<file path="src/rtl/vwr_pkg.sv">
// Constants and types shared by the word registration command block
package vwr_pkg;
  // Command nibble codes
  localparam logic [3:0] IDLE_CODE = 4'h0;
  localparam logic [3:0] FORBIDDEN_CODE = 4'hB;
  localparam logic [3:0] BANK_SELECT_CMD = 4'hC;
  localparam logic [3:0] STORE_WORD_CMD = 4'hD;
  localparam logic [3:0] ERASE_WORD_CMD = 4'hE;
  localparam logic [3:0] ERASE_ALL_CMD = 4'hF;
  localparam logic [3:0] MAX_NUMERAL = 4'hA;
  localparam logic [3:0] MAX_BANK_NUMERAL = 4'h4;
  // Word result codes beyond slot numbers
  localparam logic [3:0] WORD_NO_MATCH = 4'hD;
  localparam logic [3:0] WORD_TOO_SHORT = 4'hE;
  localparam logic [3:0] WORD_TOO_LONG = 4'hF;
  localparam logic [3:0] WORD_RESET = 4'h0;
  localparam logic [1:0] BANK_RESET = 2'h0;
  // Capture status from the speech engine
  localparam logic [1:0] CAP_OK = 2'h0;
  localparam logic [1:0] CAP_SHORT = 2'h1;
  localparam logic [1:0] CAP_LONG = 2'h2;
  // Slot table shape
  localparam int SLOT_COUNT = 40;
  localparam logic [5:0] WORDS_PER_BANK = 6'h0A;
  // Register map, byte addresses
  localparam logic [11:0] CTRL_OFFSET = 12'h000;
  localparam logic [11:0] STATUS_OFFSET = 12'h004;
  localparam logic [11:0] OCC_LO_OFFSET = 12'h008;
  localparam logic [11:0] OCC_HI_OFFSET = 12'h00C;
  localparam logic [31:0] CTRL_RESET = 32'h0000_0001;
  localparam int CTRL_LISTEN_BIT = 0;
  // Post recognition hold-off
  localparam int HOLDOFF_MS = 11;
  localparam int CLOCK_HZ = 10_000_000;
  localparam int HOLDOFF_CYCLES = HOLDOFF_MS * (CLOCK_HZ / 1000);
  typedef enum logic {VWR_READY, VWR_LISTEN} vwr_state_t;
endpackage

</file>
<file path="src/rtl/vwr_command_core.sv">
// Command decode, slot table and result lines of the word recognizer
// Notes on behaviour
// - Code 1100 makes last numeral active bank
// - Training entry selects bank one
// - Code 1101 picks slot, then awaits speech
// - Any code while awaiting speech aborts
// - Registration end shows bank, slot or error
// - Code 1110 erases numbered slot in bank
// - Code 1111 erases every slot
// - Empty slots never match in recognition
// - Zero idle, one-ten numerals, top four commands
// - Nonzero after idle is a new code
// - Bank one-four shown as zero-three
// - Slot value shown; 1110 short, 1111 long
// - Recognition adds 1101 for no match
// - Storing into used slot overwrites it
// - Bank numeral above four wraps, flags fault
// - Latest numeral is the command argument
// - Recognition starts on speech without command
// - Speech ignored eleven ms after recognition
// - Standby halts, keeps stored entries
// - Done flag low during speech, high after
// - Train select high trains, low recognizes
// - Host select high uses command lines
// - Results hold, are low after reset
//
// Implementation choices: the placing of the registers and the APB slave port.
`timescale 1ns/1ps
`default_nettype none
module vwr_command_core #(
  parameter int unsigned HOLDOFF_CYCLES = vwr_pkg::HOLDOFF_CYCLES
) (
  input wire logic clock,
  input wire logic rst_b,
  input wire logic ce,
  input wire logic [3:0] command_nibble_lines,
  input wire logic [3:0] keypad_code,
  input wire logic train_mode_select,
  input wire logic host_control_select,
  input wire logic standby_request,
  input wire logic speech_active,
  input wire logic capture_done,
  input wire logic [1:0] capture_status,
  input wire logic match_done,
  input wire logic match_found,
  input wire logic [1:0] match_status,
  input wire logic [1:0] match_bank,
  input wire logic [3:0] match_word,
  input wire logic psel,
  input wire logic penable,
  input wire logic pwrite,
  input wire logic [11:0] paddr,
  input wire logic [31:0] pwdata,
  output logic [31:0] prdata,
  output logic pready,
  output logic pslverr,
  output logic result_bank_bit0,
  output logic result_bank_bit1,
  output logic [3:0] result_word_lines,
  output logic result_done_flag,
  output logic busy_flag,
  output logic listen_enable,
  output logic [39:0] slot_occupied
);
  logic [3:0] cmd_meta, cmd_sync, key_meta, key_sync, prev_code;
  logic train_meta, train_sync, train_prev;
  logic host_meta, host_sync, standby_request_meta, standby_request_sync, standby_request_prev;
  logic [3:0] numeral;
  logic [1:0] bank;
  logic [3:0] slot;
  logic bank_fault;
  logic [31:0] ctrl;
  logic [16:0] holdoff;
  vwr_pkg::vwr_state_t state;
  logic [3:0] code;
  logic run, new_code, is_numeral, cmd_ok;
  logic store_hit, erase_word_hit, erase_all_hit, match_hit;
  logic [5:0] store_idx, erase_idx, match_idx;
  logic match_valid;

  // Slot number inside the flat 40 entry table
  function automatic logic [5:0] slot_idx(input logic [1:0] b, input logic [3:0] w);
    logic [5:0] sum;
    sum = 6'({4'h0, b} * vwr_pkg::WORDS_PER_BANK) + {2'h0, w};
    slot_idx = sum - 6'h01;
  endfunction

  // Pin synchronisers; only the second stage is ever read by logic
  always_ff @(posedge clock) begin
    if (!rst_b) begin
      cmd_meta <= 4'h0;
      cmd_sync <= 4'h0;
      key_meta <= 4'h0;
      key_sync <= 4'h0;
      train_meta <= 1'b0;
      train_sync <= 1'b0;
      host_meta <= 1'b0;
      host_sync <= 1'b0;
      standby_request_meta <= 1'b0;
      standby_request_sync <= 1'b0;
    end else if (ce) begin
      cmd_meta <= command_nibble_lines;
      cmd_sync <= cmd_meta;
      key_meta <= keypad_code;
      key_sync <= key_meta;
      train_meta <= train_mode_select;
      train_sync <= train_meta;
      host_meta <= host_control_select;
      host_sync <= host_meta;
      standby_request_meta <= standby_request;
      standby_request_sync <= standby_request_meta;
    end
  end

  // Code source and decode
  always_comb begin
    code = host_sync ? cmd_sync : key_sync;
    run = ce & ~standby_request_sync;
    new_code = run && code != vwr_pkg::IDLE_CODE && prev_code == vwr_pkg::IDLE_CODE;
    is_numeral = code != vwr_pkg::IDLE_CODE && code <= vwr_pkg::MAX_NUMERAL;
    cmd_ok = new_code && train_sync && state == vwr_pkg::VWR_READY;
    store_hit = run && state == vwr_pkg::VWR_LISTEN && capture_done && ctrl[0]
      && capture_status == vwr_pkg::CAP_OK;
    store_idx = slot_idx(bank, slot);
    erase_word_hit = cmd_ok && code == vwr_pkg::ERASE_WORD_CMD
      && numeral != 4'h0 && numeral <= vwr_pkg::MAX_NUMERAL;
    erase_idx = slot_idx(bank, numeral);
    erase_all_hit = cmd_ok && code == vwr_pkg::ERASE_ALL_CMD;
    match_hit = run && !train_sync && listen_enable && match_done;
    match_idx = slot_idx(match_bank, match_word);
    match_valid = match_found && match_status == vwr_pkg::CAP_OK && match_word != 4'h0
      && match_word <= vwr_pkg::MAX_NUMERAL && slot_occupied[match_idx];
  end

  // Edge history of the code, mode and standby levels
  always_ff @(posedge clock) begin
    if (!rst_b) begin
      prev_code <= 4'h0;
      train_prev <= 1'b0;
      standby_request_prev <= 1'b0;
    end else if (ce) begin
      prev_code <= code;
      train_prev <= train_sync;
      standby_request_prev <= standby_request_sync;
    end
  end

  // Numeral latch; a later numeral simply replaces an earlier one
  always_ff @(posedge clock) begin
    if (!rst_b) begin
      numeral <= 4'h0;
    end else if (new_code && is_numeral && train_sync && state == vwr_pkg::VWR_READY) begin
      numeral <= code;
    end
  end

  // Active bank; numerals above four wrap modulo four
  always_ff @(posedge clock) begin
    if (!rst_b) begin
      bank <= vwr_pkg::BANK_RESET;
      bank_fault <= 1'b0;
    end else if (run && train_sync && !train_prev) begin
      bank <= vwr_pkg::BANK_RESET;
    end else if (cmd_ok && code == vwr_pkg::BANK_SELECT_CMD) begin
      bank <= 2'(numeral - 4'h1);
      bank_fault <= numeral > vwr_pkg::MAX_BANK_NUMERAL;
    end
  end

  // Registration sequencer
  always_ff @(posedge clock) begin
    if (!rst_b) begin
      state <= vwr_pkg::VWR_READY;
      slot <= 4'h0;
    end else if (run) begin
      case (state)
        vwr_pkg::VWR_READY: begin
          if (cmd_ok && code == vwr_pkg::STORE_WORD_CMD) begin
            slot <= numeral;
            state <= vwr_pkg::VWR_LISTEN;
          end
        end
        vwr_pkg::VWR_LISTEN: begin
          // The aborting code is swallowed, never decoded
          if (!train_sync || new_code || capture_done) begin
            state <= vwr_pkg::VWR_READY;
          end
        end
        default: state <= vwr_pkg::VWR_READY;
      endcase
    end
  end

  // Slot table, one flag per entry; a store wins over an erase
  generate
    for (genvar i = 0; i < vwr_pkg::SLOT_COUNT; i++) begin : g_slot
      always_ff @(posedge clock) begin
        if (!rst_b) begin
          slot_occupied[i] <= 1'b0;
        end else if (store_hit && store_idx == 6'(i)) begin
          slot_occupied[i] <= 1'b1;
        end else if (erase_all_hit) begin
          slot_occupied[i] <= 1'b0;
        end else if (erase_word_hit && erase_idx == 6'(i)) begin
          slot_occupied[i] <= 1'b0;
        end
      end
    end
  endgenerate

  // Result lines; held until a new result, cleared on standby release
  always_ff @(posedge clock) begin
    if (!rst_b) begin
      {result_bank_bit1, result_bank_bit0} <= vwr_pkg::BANK_RESET;
      result_word_lines <= vwr_pkg::WORD_RESET;
    end else if (ce && !standby_request_sync && standby_request_prev) begin
      {result_bank_bit1, result_bank_bit0} <= vwr_pkg::BANK_RESET;
      result_word_lines <= vwr_pkg::WORD_RESET;
    end else if (run && state == vwr_pkg::VWR_LISTEN && capture_done && train_sync) begin
      {result_bank_bit1, result_bank_bit0} <= bank;
      case (capture_status)
        vwr_pkg::CAP_OK: result_word_lines <= slot;
        vwr_pkg::CAP_SHORT: result_word_lines <= vwr_pkg::WORD_TOO_SHORT;
        default: result_word_lines <= vwr_pkg::WORD_TOO_LONG;
      endcase
    end else if (cmd_ok && code == vwr_pkg::BANK_SELECT_CMD) begin
      {result_bank_bit1, result_bank_bit0} <= 2'(numeral - 4'h1);
    end else if (match_hit) begin
      {result_bank_bit1, result_bank_bit0} <= match_bank;
      if (match_status == vwr_pkg::CAP_SHORT) begin
        result_word_lines <= vwr_pkg::WORD_TOO_SHORT;
      end else if (match_status == vwr_pkg::CAP_LONG) begin
        result_word_lines <= vwr_pkg::WORD_TOO_LONG;
      end else if (match_valid) begin
        result_word_lines <= match_word;
      end else begin
        result_word_lines <= vwr_pkg::WORD_NO_MATCH;
      end
    end
  end

  // Done flag drops while speech is taken in
  always_ff @(posedge clock) begin
    if (!rst_b) begin
      result_done_flag <= 1'b0;
    end else if (run) begin
      if ((state == vwr_pkg::VWR_LISTEN && capture_done) || match_hit) begin
        result_done_flag <= 1'b1;
      end else if (listen_enable && speech_active) begin
        result_done_flag <= 1'b0;
      end
    end
  end

  // Hold-off gives the host time to read before new speech lands
  always_ff @(posedge clock) begin
    if (!rst_b) begin
      holdoff <= 17'h0_0000;
    end else if (run) begin
      if (match_hit) begin
        holdoff <= 17'(HOLDOFF_CYCLES);
      end else if (holdoff != 17'h0_0000) begin
        holdoff <= holdoff - 17'h0_0001;
      end
    end
  end

  // Speech gate to the engine and busy indication
  always_ff @(posedge clock) begin
    if (!rst_b) begin
      listen_enable <= 1'b0;
      busy_flag <= 1'b0;
    end else if (ce) begin
      listen_enable <= !standby_request_sync && ctrl[vwr_pkg::CTRL_LISTEN_BIT] && (train_sync
        ? (state == vwr_pkg::VWR_LISTEN && !new_code && !capture_done)
        : (holdoff == 17'h0_0000 && !match_hit));
      busy_flag <= standby_request_sync || (listen_enable && speech_active);
    end
  end

  // APB slave: answers one cycle into the access phase
  always_ff @(posedge clock) begin
    if (!rst_b) begin
      pready <= 1'b0;
      pslverr <= 1'b0;
      prdata <= 32'h0000_0000;
      ctrl <= vwr_pkg::CTRL_RESET;
    end else if (ce) begin
      pready <= psel && penable && !pready;
      pslverr <= 1'b0;
      prdata <= 32'h0000_0000;
      if (psel && penable && !pready) begin
        case (paddr)
          vwr_pkg::CTRL_OFFSET: prdata <= ctrl;
          vwr_pkg::STATUS_OFFSET: prdata <= {19'h0_0000, standby_request_sync, host_sync,
            train_sync, bank_fault, state == vwr_pkg::VWR_LISTEN, busy_flag,
            result_done_flag, result_bank_bit1, result_bank_bit0, result_word_lines};
          vwr_pkg::OCC_LO_OFFSET: prdata <= {12'h000, slot_occupied[19:0]};
          vwr_pkg::OCC_HI_OFFSET: prdata <= {12'h000, slot_occupied[39:20]};
          default: pslverr <= 1'b1;
        endcase
      end
      if (psel && penable && pready && pwrite && paddr == vwr_pkg::CTRL_OFFSET) begin
        ctrl <= {31'h0000_0000, pwdata[0]};
      end
    end
  end
endmodule
`default_nettype wire

</file>
<file path="config.mk">
export PLATFORM = sky130hd
export DESIGN_NAME = vwr_command_core
export DESIGN_NICKNAME = d
export VERILOG_FILES = /design/src/rtl/vwr_pkg.sv /design/src/rtl/vwr_command_core.sv
export SDC_FILE = /design/constraint.sdc
export NUM_CORES = 1
export LEC_CHECK = 0
export ABC_AREA = 1
export BUFFER_PORTS_ARGS = -buffer_cell sky130_fd_sc_hd__buf_2
export CAP_MARGIN = 20
export CORE_MARGIN = 2
export CORE_UTILIZATION = 35
export DETAILED_ROUTE_END_ITERATION = 8
export MAX_ROUTING_LAYER = met4
export PLACE_DENSITY_LB_ADDON = 0.3
export SLEW_MARGIN = 5
export SYNTH_ARGS = -nofsm -noshare
export SYNTH_HDL_FRONTEND = slang
export SYNTH_SLANG_ARGS = --single-unit
</file>
<file path="constraint.sdc">
create_clock -name clock -period 8.22 [get_ports clock]
set_input_delay 0.822 -clock clock [delete_from_list [all_inputs] [get_ports clock]]
set_output_delay 0.822 -clock clock [all_outputs]
set_load 0.01 [all_outputs]
</file>
==> results.yml, run 1 <==
clock_network:
  cts_sinks: 129
  cts_tree: "yes"
  h-tree-depth: 4
  post_cts_buffers: 0
  cts_hold_buf: 0
  clk_pin_slew_ps: 60
  clockBufferDepth: 2
  clk_latency_ps: 420
  cts_resized: 0
  cts-root-buf: "clkbuf_16"
  numCtsBuffers: 17
final_layout:
  seqCellArea_sq_um: 2582
  fillers: 2222
  n_antenna_cell: 0
  fin_nets: 1330
  fin_util: 0.4201
  multi_input_area_sq_um: 4058
  drive_gt1_frac: 0.1440
  area_growth_pct: 18.49
synth:
  synth.avg_cell_area_sq_um: 6.516
  yosysUniqueCellTypes: 38
  ys_ff_latch: 129
  syn_area_sq_um: 7428
  synth.yosys.warnings: 0
  synth_seq_area_share: 0.3477
  async_flop_share: 0
  synthFlopType: "dfxtp_1"
  syn_inst: 1140
  synth_edf_count: 0
worst_setup_path:
  crit_fanout: 11
  cp.arrival_ps: 3700
  r2r_end: "slot_occupied[0]"
  crit_type: "primary input to flip-flop"
  r2r-start: "numeral[1]"
  start_kind: "primary input"
  r2r_cells: 13
  worstSetupEndpointType: "flip-flop"
  regToRegSetupSlack_ps: 4880
  required_ps: 8560
pwr:
  p_per_area_nw_per_um2: 230.7
  clkPwrFrac: 0.404
  power_frac_comb: 0.243
  seq_power_share: 0.353
  p_leak_nw: 3.783
  switchingPower_uw: 657.0
  peakVddDrop_v: 0.0001343
  p_sw_frac: 0.3235
  internal-power_mw: 1.374
die:
  dieArea_sq_um: 22410
  core_area_sq_um: 20960
  rows: 53
  initial_utilization: 0.3545
  die_x_microns: 149.7
  die_y_microns: 149.7
  pin_count: 158
timing:
  setup_viol: 0
  period_minus_slack_ps: 3362
  fin_ws_ps: 4858
  finClkSkew_ps: 8.611
  min_period_over_period: 0.4090
  hold_viol: 0
  grt_setup_unrepaired: "false"
  finalMaxSlewViolations: 0
  worst_pin_slew_ps: 910.1
  clock.fmax_ghz: 0.2975
  fin_setup_tns_ps: 0
  slew_headroom: 0.3910
drt:
  vias_per_cell: 5.064
  ant_nets: 0
  drt-pass1-iter-count: 5
  wl_per_cell_microns: 15.59
  drc: 0
  drt-total-wl_microns: 23660
  drtIter0Drc: 745
  num_vias: 7687
placed_design:
  dp_hpwl_microns: 16980
  post-place-ws_ps: 4464
  gp_congestion: 0.9370
  numPortBuffers: 114
hold_path:
  hold_depth: 2
  holdPathEnd: "prdata[18]"
  min-delay-path-class: "flip-flop to flip-flop"
  holdCritStartpoint: "prdata[18]"
status:
  run_status: "complete, no violations"
global_routing:
  grt_use_total: 0.2128
  grt_max_degree: 81
  antenna_found_initial: 0
  grt_pass1_wl_microns: 35910
  overflow: 0
  grt_pass1_vias: 6857
run:
  maxCapViolations: 0
## worst max path at each step
stage | from | end | slack (ps)
2_1_floorplan | numeral[1] | slot_occupied[11] | 5450
3_3_place_gp | match_bank[0] | result_word_lines[3] | 4580
3_5_place_dp | match_bank[0] | result_word_lines[1] | 4460
4_1_cts | numeral[1] | slot_occupied[6] | 4750
5_1_grt | numeral[1] | slot_occupied[7] | 4680
6_report | match_bank[0] | result_word_lines[1] | 4860
## kinds of logic after synthesis
group                      synth area share
and+or+nand+nor                      0.3236
AOI/OAI and AO/OA                    0.1497
buffers and inverters                0.1134
DFF                                  0.3477
adders and majority gates           0.04514
xor gates and xnor gates            0.02004
other                             0.0005048
## cell usage after synthesis, types with 13 or more instances
| cell type | instances | area (sq um) |
|---|---|---|
| a21oi_1 | 108 | 540.5 |
| buf_4 | 16 | 120.1 |
| clkbuf_1 | 39 | 146.4 |
| dfxtp_1 | 129 | 2582 |
| ha_1 | 22 | 275.3 |
| inv_1 | 137 | 514.2 |
| nand2_1 | 249 | 934.7 |
| nand3_1 | 56 | 280.3 |
| nand4_1 | 51 | 319.1 |
| nor2_1 | 157 | 589.3 |
| nor3_1 | 13 | 65.06 |
| o21ai_0 | 67 | 335.3 |
| o22ai_1 | 21 | 131.4 |
| xor2_1 | 14 | 122.6 |
## flip-flops by register name (all words and copies together), names as in the netlist, 2 cells and up
| register | flops |
|---|---|
| cmd_meta | 4 |
| prdata | 20 |
| key_meta | 4 |
| bank | 2 |
| slot | 4 |
| holdoff | 17 |
| slot_occupied | 40 |
| prev_code | 4 |
| cmd_sync | 4 |
| key_sync | 4 |
| numeral | 4 |
| result_word_lines | 4 |
## power by group through the flow
| stage | clock (mW) | combinational (mW) | sequential (mW) |
|---|---|---|---|
| 2_1_floorplan | 0 | 0.393 | 0.717 |
| 6_report | 0.820 | 0.493 | 0.718 |
| 3_5_place_dp | 0 | 0.487 | 0.730 |
| 4_1_cts | 0.829 | 0.491 | 0.717 |
| 3_3_place_gp | 0 | 0.482 | 0.729 |
| 5_1_grt | 0.855 | 0.563 | 0.725 |
## placed cells by master, fill, tap and decap left out, drive strengths merged
cell type / count
o2111ai: 2
fa: 3
o22ai: 21
ha: 22
xor2: 14
a31oi: 1
dfxtp: 129
xnor2: 3
o211a: 1
clkinvlp: 1
a31o: 1
conb: 12
a21oi: 108
nand3: 56
nand2: 249
nand4: 52
o211ai: 5
clkbuf: 19
nor3: 17
or2: 7
nor2: 165
inv: 143
nand3b: 3
nor4: 3
clkinv: 9
o221ai: 1
o21a: 1
buf: 123
bufinv: 4
a221oi: 1
o21ai: 67
## per-layer routing
metal,global-route usage,vias to the layer above,wire [microns]
li1,-,3877,-
met1,0.2688,3462,10420
met2,0.3250,291,10510
met3,0.04299,57,1674
met4,0.1038,0,1060
met5,-,-,0
## cell type report
class | instances | area share
Inverter | 144 | 0.06141
Multi-Input combinational cell | 815 | 0.4610
Clock buffer | 19 | 0.05146
Timing Repair Buffer | 123 | 0.07292
Sequential cell | 129 | 0.2934
Clock inverter | 13 | 0.02075
Tap cell | 275 | 0.03909
## critical path, stage by stage
cell and delay (ps):
buf_2 80, inv_1 90, ha_1 290, inv_1 40
ha_1 640, clkinv_1 520, nand3_1 220, nand3_1 90
nand2_1 120, nand3_1 110, a21oi_1 280, nand3_1 120
nand2_1 80, nand2_1 50, a21oi_1 150
## per-stage QoR
step	hold WS [ps]	cell area (sq um)	cells	power, mW
6_report	459.7	8802	1518	2.031
5_1_grt	473.8	8802	1518	2.143
4_1_cts	463.4	8787	1516	2.036
3_5_place_dp	454.6	8152	1484	1.217
3_3_place_gp	447.1	8140	1483	1.211
2_1_floorplan	429.8	7470	1151	1.109
No activity file was read; power rests on OpenSTA's default activity.
==> run 2: changes to the inputs <==
ABC_AREA = 0   (was 1)
clock period = 2.85 ns   (was 8.22 ns; I/O delays follow)
==> results.yml, run 2 <==
timing:
  worst_pin_slew_ps: 942.3
  fin_ws_ps: 135.5
  fin_hold_ws_ps: 95.13
  period_minus_slack_ps: 2714
  finalMaxSlewViolations: 0
  slew_headroom: 0.3689
  min_period_over_period: 0.9525
  clock.fmax_ghz: 0.3684
  fin_setup_tns_ps: 0
  hold_viol: 0
  finClkSkew_ps: 12.93
  setup_viol: 0
pwr:
  p_per_area_nw_per_um2: 638.6
  internal-power_mw: 3.833
  clkPwrFrac: 0.419
  seq_power_share: 0.382
  power_frac_comb: 0.199
  switchingPower_mw: 1.640
  p_sw_frac: 0.2997
  p_leak_nw: 3.676
  peakVddDrop_v: 0.0003703
  total_power_mw: 5.473
clock_network:
  cts_sinks: 129
  clk_latency_ps: 430
  h-tree-depth: 4
  cts-root-buf: "clkbuf_16"
  numCtsBuffers: 17
  clk_pin_slew_ps: 60
  clockBufferDepth: 2
  post_cts_buffers: 0
  cts_tree: "yes"
status:
  run_status: "complete, no violations"
die:
  initial_utilization: 0.3574
  rows: 51
  core_area_sq_um: 19460
  die_y_microns: 145.0
  dieArea_sq_um: 21020
  pin_count: 158
  die_x_microns: 145.0
drt:
  drt-pass1-iter-count: 4
  wl_per_cell_microns: 18.04
  drc: 0
  ant_nets: 0
  drtIter0Drc: 440
  vias_per_cell: 5.376
  drt-total-wl_microns: 21800
  num_vias: 6494
synth:
  synth_seq_area_share: 0.3713
  synth_edf_count: 0
  async_flop_share: 0
  synth_most_common_cell: "dfxtp_1"
  synth_top_area_cell: "dfxtp_1"
  ys_ff_latch: 129
  syn_inst: 799
  syn_area_sq_um: 6955
  yosysUniqueCellTypes: 59
  synthFlopType: "dfxtp_1"
  synth.avg_cell_area_sq_um: 8.705
  synth.yosys.warnings: 0
  synth_area_leaders: "dfxtp_1, mux2i_1, nor2_1"
  yosysTopAreaCellShare: 0.3713
  synthTopCellsByCount: "dfxtp_1, nor2_1, nand2_1"
final_layout:
  regMostFlops: "slot_occupied"
  n_antenna_cell: 0
  largest_reg_flops: 40
  layout_common_cells: "dfxtp_1, buf_2, nor2_1"
  final_area_sq_um: 8571
  fillers: 1935
  multi_input_area_sq_um: 4064
  drive_gt1_frac: 0.2407
  fin_nets: 1030
  reg.largest.list: "slot_occupied: 40 flops, prdata: 20 flops, holdoff: 17 flops"
  area_growth_pct: 23.22
  seqCellArea_sq_um: 2582
  final_common_cell: "dfxtp_1"
worst_setup_path:
  path_buf_inv: 3
  crit_type: "flip-flop to flip-flop"
  cpMaxStageDelayCell: "or3_1"
  path_cells: "inv_1 > ha_1 > inv_1 > ha_1 > and3b_1 > o21a_1 > or3_1 > a211oi_1 > buf_4 > nand2_1 > a32o_1"
  crit_fanout: 4
  path_delay_family: "compound AO/OA/AOI/OAI gates"
  required_ps: 3180
  max_stage_delay_ps: 370
  start_kind: "flip-flop"
  worstSetupEndpointType: "flip-flop"
  cp.arrival_ps: 3040
global_routing:
  grt_pass1_vias: 6072
  overflow: 0
  grt_pass1_wl_microns: 33840
  grt_use_total: 0.2112
  grt_max_degree: 42
  antenna_found_initial: 0
placed_design:
  post-place-ws_ps: 19.73
  dp_hpwl_microns: 16360
  numPortBuffers: 114
  gp_congestion: 0.9094
  dpl_cell_area_sq_um: 7929
hold_path:
  min-delay-path-class: "primary input to flip-flop"
run:
  maxCapViolations: 0
[run 2: changes by cell type after synthesis, moves of 11 or more]
cell / delta
nand2_1: -182
inv_1: -97
o21ai_0: -53
nor2_1: -50
a21oi_1: -49
nand4_1: -47
mux2i_1: +41
a32o_1: +29
nand3_1: -22
and3_1: +14
a22oi_1: +13
mux2_2: +13
mux4_2: +11
[run 2: layout make-up]
cell class / count / share of cell area
clock inverters: 13 / 0.02029
multi-input cells: 594 / 0.4742
well taps: 265 / 0.03869
clock buffers: 19 / 0.05168
flip-flops and latches: 129 / 0.3013
inverters: 40 / 0.01752
repair buffers: 148 / 0.09635
[run 2: per-layer routing]
layer | wire [microns] | GRT usage
met2 | 9858 | 0.3188
met5 | 0 | -
met4 | 751 | 0.1025
met1 | 9962 | 0.2666
met3 | 1223 | 0.04937
[run 2: cells by family after synthesis]
logic type / after synthesis / share of synthesized area
compound gates: 175 / 0.1743
xor+xnor: 19 / 0.02393
fa+ha+maj: 25 / 0.04821
buf+inv: 87 / 0.05487
flops: 129 / 0.3713
mux: 65 / 0.1157
other cells: 1 / 0.0005391
simple gates: 298 / 0.2112
[run 2: stage by stage]
stage / utilization / cells
after floorplan: - / 810
after global placement: 0.4074 / 1176
after detailed placement: 0.4074 / 1176
after CTS: 0.4391 / 1208
after global routing: 0.4404 / 1208
final: 0.4404 / 1208
[run 2: tightest hold or removal path: cells and delay by family]
family | cells | cell delay [ps]
buf+inv | 1 | 80
simple gates | 1 | 70
mux | 1 | 50
[run 2: path summary, 6_finish.rpt]
kind	startpoint	end	slack (ps)	depth (start not counted)
min reg2reg	holdoff[16]	holdoff[16]	480	2
max	numeral[2]	slot_occupied[14]	140	11
max reg2reg	numeral[2]	slot_occupied[14]	140	11
min	command_nibble_lines[3]	cmd_meta[3]	100	3
[run 2: what timing repair did]
action | CTS | global route
hold buffers | 0 | 0
setup endpoints to repair | 0 | 25
gates resized for setup | 0 | 6
hold endpoints to repair | 0 | 0
[run 2: power groups by stage]
| stage | clock [mW] | sequential (mW) | combinational, mW |
|---|---|---|---|
| floorplan | 0 | 2.10 | 0.865 |
| global placement | 0 | 2.12 | 1.07 |
| detailed placement | 0 | 2.12 | 1.08 |
| CTS | 2.32 | 2.09 | 1.09 |
| global route | 2.40 | 2.12 | 1.22 |
| finish | 2.29 | 2.09 | 1.09 |
==> run 3: changes to the inputs <==
CELL_PAD_IN_SITES_DETAIL_PLACEMENT = 0   (was unset)
CELL_PAD_IN_SITES_GLOBAL_PLACEMENT = 2   (was unset)
CORE_UTILIZATION = 29   (was 35)
==> results.yml, run 3 (synthesis gave the netlist of run 2 again) <==
worst_setup_path:
  start_kind: "flip-flop"
  cp.arrival_ps: 2990
  startpoint: "numeral[2]"
  crit_fanout: 8
  worstSetupEndpointType: "flip-flop"
  path_cells: "inv_1 > ha_1 > inv_1 > fa_2 > a21o_1 > a21oi_4 > xnor2_4 > a21boi_2 > buf_4 > nand3_1 > a32o_1"
  cpMaxStageDelayCell: "fa_2"
  r2r-start: "numeral[2]"
  max_stage_delay_ps: 420
  crit_type: "flip-flop to flip-flop"
  required_ps: 3170
  crit_top_cell: "inv_1"
final_layout:
  fin_nets: 1038
  regMostFlops: "slot_occupied"
  largest_reg_flops: 40
  n_antenna_cell: 0
  layout_common_cells: "dfxtp_1, buf_2, nor2_1"
  drive_gt1_frac: 0.2576
  final_common_cell: "dfxtp_1"
  final_area_sq_um: 8712
  area_growth_pct: 25.26
  reg.largest.list: "slot_occupied: 40 flops, prdata: 20 flops, holdoff: 17 flops"
clock_network:
  h-tree-depth: 4
  cts_tree: "yes"
  numCtsBuffers: 17
  clk_pin_slew_ps: 60
  cts_sinks: 129
  clockBufferDepth: 2
  cts-root-buf: "clkbuf_16"
  clk_latency_ps: 430
drt:
  num_vias: 6516
  wl_per_cell_microns: 18.55
  drc: 0
  drtIter0Drc: 343
  drt-total-wl_microns: 23560
  vias_per_cell: 5.131
  ant_nets: 0
  drt-pass1-iter-count: 5
global_routing:
  grt_max_degree: 41
  antenna_found_initial: 0
  grt_pass1_wl_microns: 36490
  grt_use_total: 0.1909
  grt_pass1_vias: 6098
  overflow: 0
timing:
  hold_viol: 0
  finClkSkew_ps: 7.791
  slew_headroom: 0.5127
  clock.fmax_ghz: 0.3742
  worst_pin_slew_ps: 730.2
  min_period_over_period: 0.9376
  setup_viol: 0
  finalMaxSlewViolations: 0
  fin_ws_ps: 177.7
  fin_setup_tns_ps: 0
  period_minus_slack_ps: 2672
  grt_setup_unrepaired: "true"
pwr:
  power_frac_comb: 0.212
  peakVddDrop_v: 0.0003309
  switchingPower_mw: 1.719
  internal-power_mw: 3.676
  seq_power_share: 0.387
  p_sw_frac: 0.3187
  clkPwrFrac: 0.401
  p_leak_nw: 3.706
  p_per_area_nw_per_um2: 619.4
placed_design:
  gp_congestion: 0.8664
  post-place-ws_ps: 28.60
  dpl_cell_area_sq_um: 8056
  dp_hpwl_microns: 18040
  numPortBuffers: 114
die:
  die_y_microns: 158.9
  core_area_sq_um: 23540
  dieArea_sq_um: 25240
  initial_utilization: 0.2954
  die_x_microns: 158.9
  rows: 56
  pin_count: 158
hold_path:
  min-delay-path-class: "primary input to flip-flop"
  holdCritStartpoint: "command_nibble_lines[3]"
status:
  run_status: "complete, no violations"
run:
  maxCapViolations: 0
[run 3: final cells by class]
cell class,instances,area (sq um)
Clock inverter,15,147.6
Fill cell,2509,14830
Tap cell,319,399.1
Multi-Input combinational cell,594,4121
Inverter,40,150.1
Clock buffer,17,425.4
Timing Repair Buffer,156,885.9
Sequential cell,129,2582
[run 3: worst max-delay path: cells and delay by family, from the launching register on]
family | cells | cell delay [ps]
compound gates | 4 | 900
flops | 1 | 370
simple gates | 1 | 80
buf+inv | 3 | 320
fa+ha+maj | 2 | 700
xor+xnor | 1 | 190
[run 3: path summary, 6_finish.rpt]
check / to / cells past startpoint / slack (ps)
max: slot_occupied[37] / 11 / 180
min: cmd_meta[3] / 3 / 90
max reg2reg: slot_occupied[37] / 11 / 180
min reg2reg: holdoff[16] / 2 / 480
[run 3: repair_timing]
action | 4_1_cts | 5_1_grt
resized for setup | 0 | 18
endpoints found under the setup margin | 0 | 32
setup buffers | 0 | 0
hold buffers | 0 | 0
[run 3: metal layers]
layer / vias to the layer above / global-route usage / part of all wire
li1: 3177 / - / -
met1: 3141 / 0.2642 / 0.49
met2: 174 / 0.2827 / 0.45
met3: 24 / 0.03762 / 0.042
met4: 0 / 0.05455 / 0.015
met5: - / - / 0
[run 3: power by group through the flow]
stage | logic, mW | registers (mW) | clock network (mW)
2_1_floorplan | 0.865 | 2.10 | 0
5_1_grt | 1.28 | 2.12 | 2.30
4_1_cts | 1.15 | 2.09 | 2.20
6_report | 1.14 | 2.09 | 2.16
3_5_place_dp | 1.14 | 2.13 | 0
3_3_place_gp | 1.14 | 2.13 | 0
[run 3: per-stage QoR]
stage / power [mW] / hold WS (ps) / cells / utilization
finish: 5.396 / 87.34 / 1270 / 0.3701
global route: 5.701 / 85.30 / 1270 / 0.3701
CTS: 5.438 / 72.50 / 1270 / 0.3666
detailed placement: 3.270 / 473.4 / 1238 / 0.3422
global placement: 3.270 / 467.0 / 1238 / 0.3422
floorplan: 2.963 / 418.1 / 810 / -
